[config.mk]
export PLATFORM = sky130hd
export DESIGN_NAME = ldsc_host_chain
export DESIGN_NICKNAME = d
export VERILOG_FILES = /design/src/rtl/ldsc_pkg.sv /design/src/rtl/ldsc_sync.sv /design/src/rtl/ldsc_mem.sv /design/src/rtl/ldsc_host_chain.sv
export SDC_FILE = /design/constraint.sdc
export NUM_CORES = 1
export LEC_CHECK = 0
export BUFFER_PORTS_ARGS = -buffer_cell sky130_fd_sc_hd__buf_2
export CAP_MARGIN = 20
export CORE_MARGIN = 2
export CORE_UTILIZATION = 40
export CTS_CLUSTER_SIZE = 14
export DETAILED_ROUTE_END_ITERATION = 7
export PLACE_DENSITY = 0.59
export SLEW_MARGIN = 20
export SYNTH_ARGS = -nofsm -noshare
export SYNTH_HDL_FRONTEND = slang
export SYNTH_SLANG_ARGS = --single-unit
export TNS_END_PERCENT = 50
[constraint.sdc]
create_clock -name sys_clk -period 3.5 [get_ports sys_clk]
set_clock_uncertainty 0.2 [all_clocks]
set_input_delay 0.525 -clock sys_clk [delete_from_list [all_inputs] [get_ports sys_clk]]
set_output_delay 0.525 -clock sys_clk [all_outputs]
set_load 0.05 [all_outputs]
[src/rtl/ldsc_pkg.sv]
// Constants shared by the serial host port and chain logic
package ldsc_pkg;

  localparam int DATA_W = 8;
  localparam int DISP_AW = 14;
  localparam int MEM_AW = 6;
  localparam int MEM_DEPTH = 64;
  localparam int NUM_REGS = 16;
  localparam int PIN_W = 6;

  // Accepted frame lengths and bit counter
  localparam logic [4:0] LEN_BYTE = 5'h08;
  localparam logic [4:0] LEN_CMD = 5'h10;
  localparam logic [4:0] LEN_DIRECT = 5'h18;
  localparam logic [4:0] CNT_SAT = 5'h19;

  // Field positions inside the shifted frame
  localparam int POS_RW16 = 15;
  localparam int POS_AI = 14;
  localparam int POS_LG = 13;
  localparam int POS_RSV = 12;
  localparam int POS_REG_LO = 8;
  localparam int POS_REG_HI = 11;
  localparam int POS_RW24 = 23;
  localparam int POS_MADDR_LO = 8;
  localparam int POS_MADDR_HI = 21;

  // Register indices
  localparam logic [3:0] REG_DRV_ADDR = 4'h0;
  localparam logic [3:0] REG_LOCAL_LAST = 4'h7;
  localparam logic [3:0] REG_DRV_IND = 4'h8;
  localparam logic [3:0] REG_DISP_LSB = 4'h9;
  localparam logic [3:0] REG_DISP_MSB = 4'hA;
  localparam logic [3:0] REG_PLANE = 4'hB;
  localparam logic [3:0] REG_PANEL = 4'hD;

  // Power-up values, register 0 in the lowest byte
  localparam logic [127:0] REG_RST =
    128'hFFFF3000_00000000_000000FF_FF800000;

  localparam int PLANE_AUTO_BIT = 6;

  // Chain timing in oscillator periods, chain clock cycles and system clock cycles
  localparam logic OSC_HALF_LAST = 1'b1;
  localparam logic [8:0] CHAIN_CYCLES = 9'h100;
  localparam logic [9:0] IRQ_OSC = 10'h200;
  localparam logic [2:0] ARM_CYCLES = 3'h4;

  // Readback falling edges
  localparam logic [2:0] RB_LAST = 3'h7;

  // Pin vector order into the synchroniser
  localparam int PIN_CS = 0;
  localparam int PIN_SCLK = 1;
  localparam int PIN_DIN = 2;
  localparam int PIN_CHIN = 3;
  localparam int PIN_CHCLK = 4;
  localparam int PIN_OSC = 5;
  localparam logic [PIN_W-1:0] PIN_RST = 6'h01;

  typedef enum logic [1:0] {RB_IDLE, RB_FETCH, RB_ARM, RB_SHIFT} ldsc_rb_e;
  typedef enum logic [1:0] {CFG_ARM, CFG_RUN, CFG_DONE} ldsc_cfg_e;

endpackage : ldsc_pkg

[src/rtl/ldsc_sync.sv]
// Three-stage pin synchroniser with agreement filter
`timescale 1ns/100ps
module ldsc_sync #(
  parameter int WIDTH = 1,
  parameter logic [WIDTH-1:0] RESET_VAL = '0
) (
  input wire logic sys_clk,
  input wire logic resetn,
  input wire logic [WIDTH-1:0] pinIn,
  output logic [WIDTH-1:0] pinOut
);

  genvar i;
  generate
    for (i = 0; i < WIDTH; i++) begin : g_bit
      logic s1, s2, s3, held;
      logic next_held;
      // Only stages two and three decide a change
      always_comb begin
        next_held = held;
        if (s2 == s3) begin
          next_held = s3;
        end
      end
      always_ff @(posedge sys_clk or negedge resetn) begin
        if (!resetn) begin
          s1 <= RESET_VAL[i];
          s2 <= RESET_VAL[i];
          s3 <= RESET_VAL[i];
          held <= RESET_VAL[i];
        end else begin
          s1 <= pinIn[i];
          s2 <= s1;
          s3 <= s2;
          held <= next_held;
        end
      end
      assign pinOut[i] = held;
    end
  endgenerate

endmodule : ldsc_sync

[src/rtl/ldsc_mem.sv]
// Display memory slice, one write port, registered read
`timescale 1ns/100ps
module ldsc_mem
  import ldsc_pkg::*;
(
  input wire logic sys_clk,
  input wire logic wrEn,
  input wire logic [MEM_AW-1:0] wrAddr,
  input wire logic [DATA_W-1:0] wrData,
  input wire logic [MEM_AW-1:0] rdAddr,
  output logic [DATA_W-1:0] rdData
);

  logic [DATA_W-1:0] store [MEM_DEPTH];

  // No reset: contents are retained, not defined, at power-up
  always_ff @(posedge sys_clk) begin
    if (wrEn) begin
      store[wrAddr] <= wrData;
    end
    rdData <= store[rdAddr];
  end

endmodule : ldsc_mem

[src/rtl/ldsc_host_chain.sv]
// Serial host command port and chain address allocation
//
// Function
// Byte frame writes display at indirect address
// Display indirect address increments after byte write
// Command frame accesses registers, global or selected
// Command read answered by selected driver only; global register reads are answered by address zero instead
// Command bit requests driver indirect increment
// Direct frame uses its own memory address
// Shift while select low, sample rising clock
// Data out released except during readback
// Discard frames not 8, 16 or 24 bits
// Last eight bits are data, MSB first
// First bit high means read
// Host shifts command, raises select, clocks byte
// Release data out after eighth falling edge
// Select falling aborts readback and releases
// Host keeps clock low around select edges; the host model raises select with the clock still high
// Read command trailing byte ignored
// Chain output low, rises n+1.5 periods later
// Chain clock osc/4, driven by master only
// Chain clock runs 256 cycles per configuration
// Auto plane change pulses chain output low
// Global register writes reach every driver
// Global reads answered only by address zero
// Count bits while selected, decode at select rise
`timescale 1ns/100ps
module ldsc_host_chain
  import ldsc_pkg::*;
(
  input wire logic sys_clk,
  input wire logic resetn,
  input wire logic csN,
  input wire logic sclk,
  input wire logic din,
  output logic dout,
  output logic doutOeN,
  input wire logic chainIn,
  output logic chainOut,
  input wire logic chainClockIn,
  output logic chainClockOut,
  output logic chainClockOeN,
  input wire logic multiplexOscillator,
  input wire logic planeChangeStrobe,
  output logic [DATA_W-1:0] driverAddress,
  output logic [DATA_W-1:0] panelConfig,
  output logic [DATA_W-1:0] planeCounter,
  output logic configBusy
);

  // Pin synchronisation and edges
  logic [PIN_W-1:0] pinRaw, pinF, pinPrev;
  logic csF, dinF, chainInF;
  logic csFall, csRise, sclkRise, sclkFall, oscRise;

  assign pinRaw = {multiplexOscillator, chainClockIn, chainIn, din, sclk, csN};

  ldsc_sync #(.WIDTH(PIN_W), .RESET_VAL(PIN_RST)) ldsc_sync_inst (
    .sys_clk(sys_clk),
    .resetn(resetn),
    .pinIn(pinRaw),
    .pinOut(pinF)
  );

  always_ff @(posedge sys_clk or negedge resetn) begin
    if (!resetn) begin
      pinPrev <= PIN_RST;
    end else begin
      pinPrev <= pinF;
    end
  end

  assign csF = pinF[PIN_CS];
  assign dinF = pinF[PIN_DIN];
  assign chainInF = pinF[PIN_CHIN];
  assign csFall = pinPrev[PIN_CS] && !pinF[PIN_CS];
  assign csRise = !pinPrev[PIN_CS] && pinF[PIN_CS];
  assign sclkRise = !pinPrev[PIN_SCLK] && pinF[PIN_SCLK];
  assign sclkFall = pinPrev[PIN_SCLK] && !pinF[PIN_SCLK];
  assign oscRise = !pinPrev[PIN_OSC] && pinF[PIN_OSC];

  // Frame shifter
  logic [23:0] shiftReg, next_shiftReg;
  logic [4:0] bitCnt, next_bitCnt;

  always_comb begin
    next_shiftReg = shiftReg;
    next_bitCnt = bitCnt;
    if (csFall) begin
      next_bitCnt = '0;
    end else if (!csF && sclkRise) begin
      next_shiftReg = {shiftReg[22:0], dinF};
      if (bitCnt != CNT_SAT) begin
        next_bitCnt = bitCnt + 5'h01;
      end
    end
  end

  always_ff @(posedge sys_clk or negedge resetn) begin
    if (!resetn) begin
      shiftReg <= '0;
      bitCnt <= '0;
    end else begin
      shiftReg <= next_shiftReg;
      bitCnt <= next_bitCnt;
    end
  end

  // Frame decode, only at select rise
  logic isByte, isCmd, isDirect;
  logic cmdRead, cmdRsv, cmdLocal, cmdLg, cmdAi;
  logic [3:0] regIdx;
  logic [DATA_W-1:0] myAddr, driverInd, regRead;
  logic [DISP_AW-1:0] dispInd, directAddr;
  logic selected, regWrHit, regRdHit, aiStep;
  logic memWrEn, memRdHit, byteHit, directHit;
  logic [MEM_AW-1:0] memWrAddr;
  logic [DATA_W-1:0] memRdData;

  assign isByte = csRise && (bitCnt == LEN_BYTE);
  assign isCmd = csRise && (bitCnt == LEN_CMD);
  assign isDirect = csRise && (bitCnt == LEN_DIRECT);
  assign cmdRead = shiftReg[POS_RW16];
  assign cmdAi = shiftReg[POS_AI];
  assign cmdLg = shiftReg[POS_LG];
  assign cmdRsv = shiftReg[POS_RSV];
  assign regIdx = shiftReg[POS_REG_HI:POS_REG_LO];
  assign cmdLocal = regIdx <= REG_LOCAL_LAST;
  assign selected = driverInd == myAddr;
  assign directAddr = shiftReg[POS_MADDR_HI:POS_MADDR_LO];

  // Local registers honour the local/global bit; globals reach all
  assign regWrHit = isCmd && !cmdRead && !cmdRsv &&
    (!cmdLocal || cmdLg || selected);
  // Local reads follow the indirect pointer, globals use address 0
  assign regRdHit = isCmd && cmdRead && !cmdRsv &&
    (cmdLocal ? selected : (myAddr == '0));
  // Every driver steps its copy so the pointer stays coherent
  assign aiStep = isCmd && !cmdRsv && cmdLocal && cmdAi &&
    (cmdRead || !cmdLg);

  assign byteHit = dispInd[DISP_AW-1:MEM_AW] == myAddr;
  assign directHit = directAddr[DISP_AW-1:MEM_AW] == myAddr;
  assign memWrEn = (isByte && byteHit) ||
    (isDirect && !shiftReg[POS_RW24] && directHit);
  assign memWrAddr = isByte ? dispInd[MEM_AW-1:0] :
    directAddr[MEM_AW-1:0];
  assign memRdHit = isDirect && shiftReg[POS_RW24] && directHit;

  ldsc_mem ldsc_mem_inst (
    .sys_clk(sys_clk),
    .wrEn(memWrEn),
    .wrAddr(memWrAddr),
    .wrData(shiftReg[DATA_W-1:0]),
    .rdAddr(directAddr[MEM_AW-1:0]),
    .rdData(memRdData)
  );

  // Register file
  logic [DATA_W-1:0] regFile [NUM_REGS];
  logic [DATA_W-1:0] next_regFile [NUM_REGS];
  logic [DATA_W-1:0] next_driverInd;
  logic [DISP_AW-1:0] next_dispInd;
  logic panelWrite;

  always_comb begin
    if (regIdx == REG_DRV_ADDR) begin
      regRead = myAddr;
    end else if (regIdx == REG_DRV_IND) begin
      regRead = driverInd;
    end else if (regIdx == REG_DISP_LSB) begin
      regRead = dispInd[DATA_W-1:0];
    end else if (regIdx == REG_DISP_MSB) begin
      regRead = {2'b00, dispInd[DISP_AW-1:DATA_W]};
    end else begin
      regRead = regFile[regIdx];
    end
  end

  always_comb begin
    next_regFile = regFile;
    next_driverInd = driverInd;
    next_dispInd = dispInd;
    if (isByte) begin
      next_dispInd = dispInd + 14'h0001;
    end
    if (regWrHit) begin
      if (regIdx == REG_DRV_IND) begin
        next_driverInd = shiftReg[DATA_W-1:0];
      end else if (regIdx == REG_DISP_LSB) begin
        next_dispInd[DATA_W-1:0] = shiftReg[DATA_W-1:0];
      end else if (regIdx == REG_DISP_MSB) begin
        next_dispInd[DISP_AW-1:DATA_W] = shiftReg[DISP_AW-DATA_W-1:0];
      end else if (regIdx != REG_DRV_ADDR) begin
        next_regFile[regIdx] = shiftReg[DATA_W-1:0];
      end
    end
    if (aiStep) begin
      next_driverInd = driverInd + 8'h01;
    end
  end

  assign panelWrite = regWrHit && (regIdx == REG_PANEL);

  always_ff @(posedge sys_clk or negedge resetn) begin
    if (!resetn) begin
      for (int k = 0; k < NUM_REGS; k++) begin
        regFile[k] <= REG_RST[k*DATA_W +: DATA_W];
      end
      driverInd <= '0;
      dispInd <= '0;
    end else begin
      regFile <= next_regFile;
      driverInd <= next_driverInd;
      dispInd <= next_dispInd;
    end
  end

  // Readback; the trailing byte of a read was never stored
  ldsc_rb_e rbState, next_rbState;
  logic [DATA_W-1:0] txByte, next_txByte;
  logic [2:0] rbCnt, next_rbCnt;

  always_comb begin
    next_rbState = rbState;
    next_txByte = txByte;
    next_rbCnt = rbCnt;
    case (rbState)
      RB_IDLE: begin
        if (regRdHit) begin
          next_txByte = regRead;
          next_rbCnt = '0;
          next_rbState = RB_ARM;
        end else if (memRdHit) begin
          next_rbState = RB_FETCH;
        end
      end
      RB_FETCH: begin
        next_txByte = memRdData;
        next_rbCnt = '0;
        next_rbState = RB_ARM;
      end
      RB_ARM: begin
        // The clock fall that closes the command is not a data edge
        if (csFall) begin
          next_rbState = RB_IDLE;
        end else if (sclkFall) begin
          next_rbState = RB_SHIFT;
        end
      end
      RB_SHIFT: begin
        if (csFall) begin
          next_rbState = RB_IDLE;
        end else if (sclkFall) begin
          if (rbCnt == RB_LAST) begin
            next_rbState = RB_IDLE;
          end else begin
            next_txByte = {txByte[DATA_W-2:0], 1'b0};
            next_rbCnt = rbCnt + 3'h1;
          end
        end
      end
      default: begin
        next_rbState = RB_IDLE;
      end
    endcase
  end

  always_ff @(posedge sys_clk or negedge resetn) begin
    if (!resetn) begin
      rbState <= RB_IDLE;
      txByte <= '0;
      rbCnt <= '0;
    end else begin
      rbState <= next_rbState;
      txByte <= next_txByte;
      rbCnt <= next_rbCnt;
    end
  end

  assign dout = txByte[DATA_W-1];
  assign doutOeN = !((rbState == RB_ARM) || (rbState == RB_SHIFT));

  // Chain configuration and plane interrupt
  ldsc_cfg_e cfgState, next_cfgState;
  logic [2:0] armCnt, next_armCnt;
  logic isMaster, next_isMaster;
  logic oscDiv, next_oscDiv;
  logic chainClk, next_chainClk;
  logic ccPrev, next_ccPrev, ccObs, ccRise, ccFall;
  logic [8:0] cfgFalls, next_cfgFalls;
  logic addrFound, next_addrFound;
  logic pendRaise, next_pendRaise;
  logic chainLevel, next_chainLevel;
  logic [DATA_W-1:0] next_myAddr;
  logic [9:0] irqCnt, next_irqCnt;

  // Master counts its own clock; others count the shared pin
  assign ccObs = isMaster ? chainClk : pinF[PIN_CHCLK];
  assign ccRise = !ccPrev && ccObs;
  assign ccFall = ccPrev && !ccObs;

  always_comb begin
    next_cfgState = cfgState;
    next_armCnt = armCnt;
    next_isMaster = isMaster;
    next_oscDiv = oscDiv;
    next_chainClk = chainClk;
    next_cfgFalls = cfgFalls;
    next_addrFound = addrFound;
    next_pendRaise = pendRaise;
    next_chainLevel = chainLevel;
    next_myAddr = myAddr;
    next_irqCnt = irqCnt;
    next_ccPrev = ccObs;
    case (cfgState)
      CFG_ARM: begin
        // Wait for the chain input to settle through the synchroniser
        next_chainLevel = 1'b0;
        // Idle low; a stale pin level at the master switch is no fall
        next_ccPrev = 1'b0;
        next_chainClk = 1'b0;
        next_oscDiv = 1'b0;
        next_cfgFalls = '0;
        next_addrFound = 1'b0;
        next_pendRaise = 1'b0;
        next_armCnt = armCnt + 3'h1;
        if (armCnt == ARM_CYCLES) begin
          next_isMaster = chainInF;
          next_cfgState = CFG_RUN;
        end
      end
      CFG_RUN: begin
        if (isMaster && oscRise) begin
          next_oscDiv = !oscDiv;
          if (oscDiv == OSC_HALF_LAST) begin
            next_chainClk = !chainClk;
          end
        end
        if (ccFall) begin
          next_cfgFalls = cfgFalls + 9'h001;
          if (!addrFound && chainInF) begin
            next_myAddr = cfgFalls[DATA_W-1:0];
            next_addrFound = 1'b1;
            next_pendRaise = 1'b1;
          end
          if (next_cfgFalls == CHAIN_CYCLES) begin
            next_cfgState = CFG_DONE;
          end
        end
        if (ccRise && pendRaise) begin
          next_chainLevel = 1'b1;
          next_pendRaise = 1'b0;
        end
      end
      CFG_DONE: begin
        next_chainClk = 1'b0;
      end
      default: begin
        next_cfgState = CFG_ARM;
      end
    endcase
    if (panelWrite) begin
      next_cfgState = CFG_ARM;
      next_armCnt = '0;
    end
    if (planeChangeStrobe && regFile[REG_PLANE][PLANE_AUTO_BIT]) begin
      next_irqCnt = IRQ_OSC;
    end else if (oscRise && (irqCnt != '0)) begin
      next_irqCnt = irqCnt - 10'h001;
    end
  end

  always_ff @(posedge sys_clk or negedge resetn) begin
    if (!resetn) begin
      cfgState <= CFG_ARM;
      armCnt <= '0;
      isMaster <= 1'b0;
      oscDiv <= 1'b0;
      chainClk <= 1'b0;
      ccPrev <= 1'b0;
      cfgFalls <= '0;
      addrFound <= 1'b0;
      pendRaise <= 1'b0;
      chainLevel <= 1'b0;
      myAddr <= '0;
      irqCnt <= '0;
    end else begin
      cfgState <= next_cfgState;
      armCnt <= next_armCnt;
      isMaster <= next_isMaster;
      oscDiv <= next_oscDiv;
      chainClk <= next_chainClk;
      ccPrev <= next_ccPrev;
      cfgFalls <= next_cfgFalls;
      addrFound <= next_addrFound;
      pendRaise <= next_pendRaise;
      chainLevel <= next_chainLevel;
      myAddr <= next_myAddr;
      irqCnt <= next_irqCnt;
    end
  end

  assign chainOut = chainLevel && (irqCnt == '0);
  assign chainClockOut = chainClk;
  assign chainClockOeN = !isMaster;
  assign driverAddress = myAddr;
  assign panelConfig = regFile[REG_PANEL];
  assign planeCounter = regFile[REG_PLANE];
  assign configBusy = cfgState != CFG_DONE;

endmodule : ldsc_host_chain

==> results by group <==
GRT
  • Initial antenna violation count: 5
  • First-pass GRT wire length: 119,000 µm
  • Met2 GRT Util: 0.309
  • Vias in the first global route: approximately 18,000
  • GR Util All Layers: 0.195
  • Grt ovf: 0
  • Met3 Use GR: 0.0447
  • GRT busiest layer: met2
  • Grt met1 use: 0.265
  • Largest net degree at the start of global routing: 75

Timing
  • RSZ-0062 raised after global routing: false
  • Setup-failing EPs final: 0
  • Period utilization: 0.953
  • Worst slew margin: 0.256
  • Setup_tns: 0 ns
  • Max Clock Freq: roughly 300 MHz
  • Slew of the pin with the lowest slew margin: 1.12 ns
  • Slew Limit Fails: 0
  • Final Hold Vio Count: 0
  • Tmin final: 3.34 ns

Power and ir drop
  • Pwr dens: 556 nW/µm²
  • VDD IR max: 319 µV
  • Leakage power: 12.9 nW

Routing
  • Post-Route WL: 79,300 µm
  • DRT iter0 DRCs: about 1,700
  • Post-route ant nets: 0
  • TritonRoute pass-1 iters: 5
  • DR vias: 18,000
  • DRC Markers: 0
  • Avg WL per Cell: 25.0 µm
  • Via/cell ratio: 5.65

Clock tree
  • # H-tree levels: 3
  • Clk slew on worst S/H paths: 0.06 ns
  • Clk root buf: clkbuf_16
  • Total CTS buffers: 79
  • Clock sink total: 760
  • CTS tree: yes
  • Max clock buf depth: 3
  • Clk_lat worst skew: 0.63 ns

Finish
  • Most frequent cells in the layout: edfxtp_1 (512), dfrtp_1 (189), mux2_2 (153)
  • Most common cell after layout, fill and taps aside: edfxtp_1
  • N_diodes: 0
  • Final-stage net count: around 2,100
  • Fillers: 6,688
  • Post-Layout Cell Count: roughly 3,200
  • Share of layout cells above drive strength 1: 0.311
  • Reg area: 21,600 µm²
  • Syn-to-layout area delta: 14.4%
  • Area of the multi-input gates: 9510 µm²
  • Final Util: 0.462

Critical path
  • Worst reg2reg path endpoint: ldsc_mem_inst.store[29][7]
  • Setup CP Type: register to register
  • WP data arrival: 3.47 ns
  • Setup slack, reg-to-reg: 0.16 ns
  • CP Launch Type: register
  • Worst EP required: approximately 3.6 ns
  • Reg2reg start: bitCnt[0]
  • Critical Path Sink: ldsc_mem_inst.store[29][7]
  • Reg2reg path depth: 9
  • Worst Path Max Fanout: 27
  • CP endpoint kind: register
  • Critical Path Source: bitCnt[0]

Floorplan
  • Initial Utilization: 0.404
  • Total die area: 82,000 µm²
  • Placeable core area: 79,000 µm²
  • Num rows: just over 100
  • Die Span Y: 286 µm
  • Die Span X: between 200 and 300 µm
  • I/O pin cnt: 39

Yosys
  • Cell area after synthesis: about 32,000 µm²
  • #FFs+latches synth: 760
  • Yosys top cell area share: 0.482
  • EDFF count, synth: slightly above 500
  • Avg Cell Area, Syn: 16.3 µm²
  • Top cells by area, synth: edfxtp_1 (48%), dfrtp_1 (16%), mux4_2 (9.5%), mux2_2 (5.4%), dfstp_2 (3.3%)
  • Mux contribution to synthesized area: 0.163
  • Largest family of logic cells by synthesized area: multiplexers
  • Ys async rst share: 0.316
  • Yosys warns: 0
  • Post-synth top flop: edfxtp_1
  • Sequential element share of the synthesized area: 0.677
  • Post-synth top area cell: edfxtp_1
  • Synth Net Count: about 2,000
  • Complex-gate fraction of the synthesized area: 0.0489
  • Synth cell types: 78
  • Simple-Gate Fraction of Synth Area: 0.0633
  • Syn Inst Count: 1,956
  • Post-synthesis adder-cell area fraction: 0.00620
  • Synth Area in XOR/XNOR: 0.0154

Min path
  • Worst hold path type: register to register
  • Hold Path Stages: 0

Place
  • Placed Instances: 3,027
  • Final Wtd Congestion: 0.855
  • Post-DP HPWL: ~50,000 µm
  • IO buf count: 38

Run
  • Total of max-cap violations: 0

Outcome
  • Status: finished clean
-- where the power goes --
| group | internal [W] | switching (W) | total, W |
|---|---|---|---|
| Sequential | 0.0103 | 0.000531 | 0.0108 |
| Combinational | 0.000437 | 0.00110 | 0.00154 |
| Clock | 0.00449 | 0.00342 | 0.00791 |
-- cells in the mapped netlist (30+ instances only) --
cell type / number
nor3_1: 56
nand2_1: 65
buf_2: 33
a22oi_1: 64
dfrtp_1: 200
clkbuf_1: 77
nor2_1: 84
a21oi_1: 67
mux2i_1: 40
mux2_2: 153
o21ai_0: 30
dfstp_2: 40
nand3_1: 36
edfxtp_1: 512
mux4_2: 135
-- registers in the layout, summed over array words and instances, names as in the netlist, 3 cells and up --
name,cells
ldsc_mem_inst.rdData,8
txByte,8
cfgFalls,9
planeCounter,8
ldsc_mem_inst.store,512
driverInd,8
rbCnt,3
pinPrev,3
ldsc_sync_inst.g_bit.s3,6
ldsc_sync_inst.g_bit.s2,6
irqCnt,10
regFile,94
driverAddress,8
ldsc_sync_inst.g_bit.s1,6
ldsc_sync_inst.g_bit.held,6
bitCnt,5
armCnt,3
shiftReg,24
dispInd,14
panelConfig,8
-- through the flow --
stage / area [µm²] / total power [W] / hold WS [ns] / setup slack (ns)
after floorplan: 31900 / 0.0116 / 0.0294 / 0.0765
after global placement: 33900 / 0.0125 / 0.136 / -0.144
after detailed placement: 33900 / 0.0125 / 0.136 / -0.0860
after CTS: 36400 / 0.0205 / 0.143 / 0.00421
after global routing: 36500 / 0.0210 / 0.147 / 0.0404
final: 36500 / 0.0203 / 0.141 / 0.164
-- layer usage --
metal | routed length, µm | vias to the layer above | part of all wire
li1 | - | 7845 | -
met2 | 37300 | 639 | 0.47
met5 | 46 | - | 0.00058
met1 | 34000 | 9297 | 0.43
met4 | 2390 | 6 | 0.030
met3 | 5500 | 166 | 0.069
-- critical path, cell delays in order (launching register included) --
cell     delay (ns)
dfrtp_1        0.41
inv_1          0.11
ha_1           0.17
and3b_1        0.24
nand2_1        0.07
buf_4          0.24
nor3_4         0.55
o22ai_1        0.47
nor3_1         0.37
buf_4          0.21
-- timing repair --
| action | CTS | global route |
|---|---|---|
| hold buffers | 7 | 0 |
| endpoints found under the hold margin | 63 | 0 |
| gates resized for setup | 1 | 2 |
| setup endpoints to repair | 24 | 128 |
| setup buffers | 0 | 1 |
| pin swaps | 1 | 1 |
-- how the worst min path moves through the flow --
stage,slack [ns],startpoint,end
after floorplan,0.03,resetn,addrFound
after global placement,0.14,ldsc_sync_inst.g_bit[4].s1,ldsc_sync_inst.g_bit[4].s2
after detailed placement,0.14,ldsc_sync_inst.g_bit[4].s1,ldsc_sync_inst.g_bit[4].s2
after CTS,0.14,ldsc_sync_inst.g_bit[4].s1,ldsc_sync_inst.g_bit[4].s2
after global routing,0.15,ldsc_sync_inst.g_bit[4].s1,ldsc_sync_inst.g_bit[4].s2
final,0.14,ldsc_sync_inst.g_bit[4].s1,ldsc_sync_inst.g_bit[4].s2
-- layout make-up --
class	instances	share of cell area
clock buffers	110	0.0594
clock inverters	30	0.00710
inverters	23	0.00237
multi-input cells	1018	0.261
flip-flops and latches	760	0.593
well taps	1050	0.0360
repair buffers	184	0.0419
-- logic make-up after synthesis --
logic type,Yosys count
flops,760
simple gates,376
fa+ha+maj,17
buf+inv,178
mux,331
compound gates,238
xor+xnor,56
No activity file was read; power rests on OpenSTA's default activity.
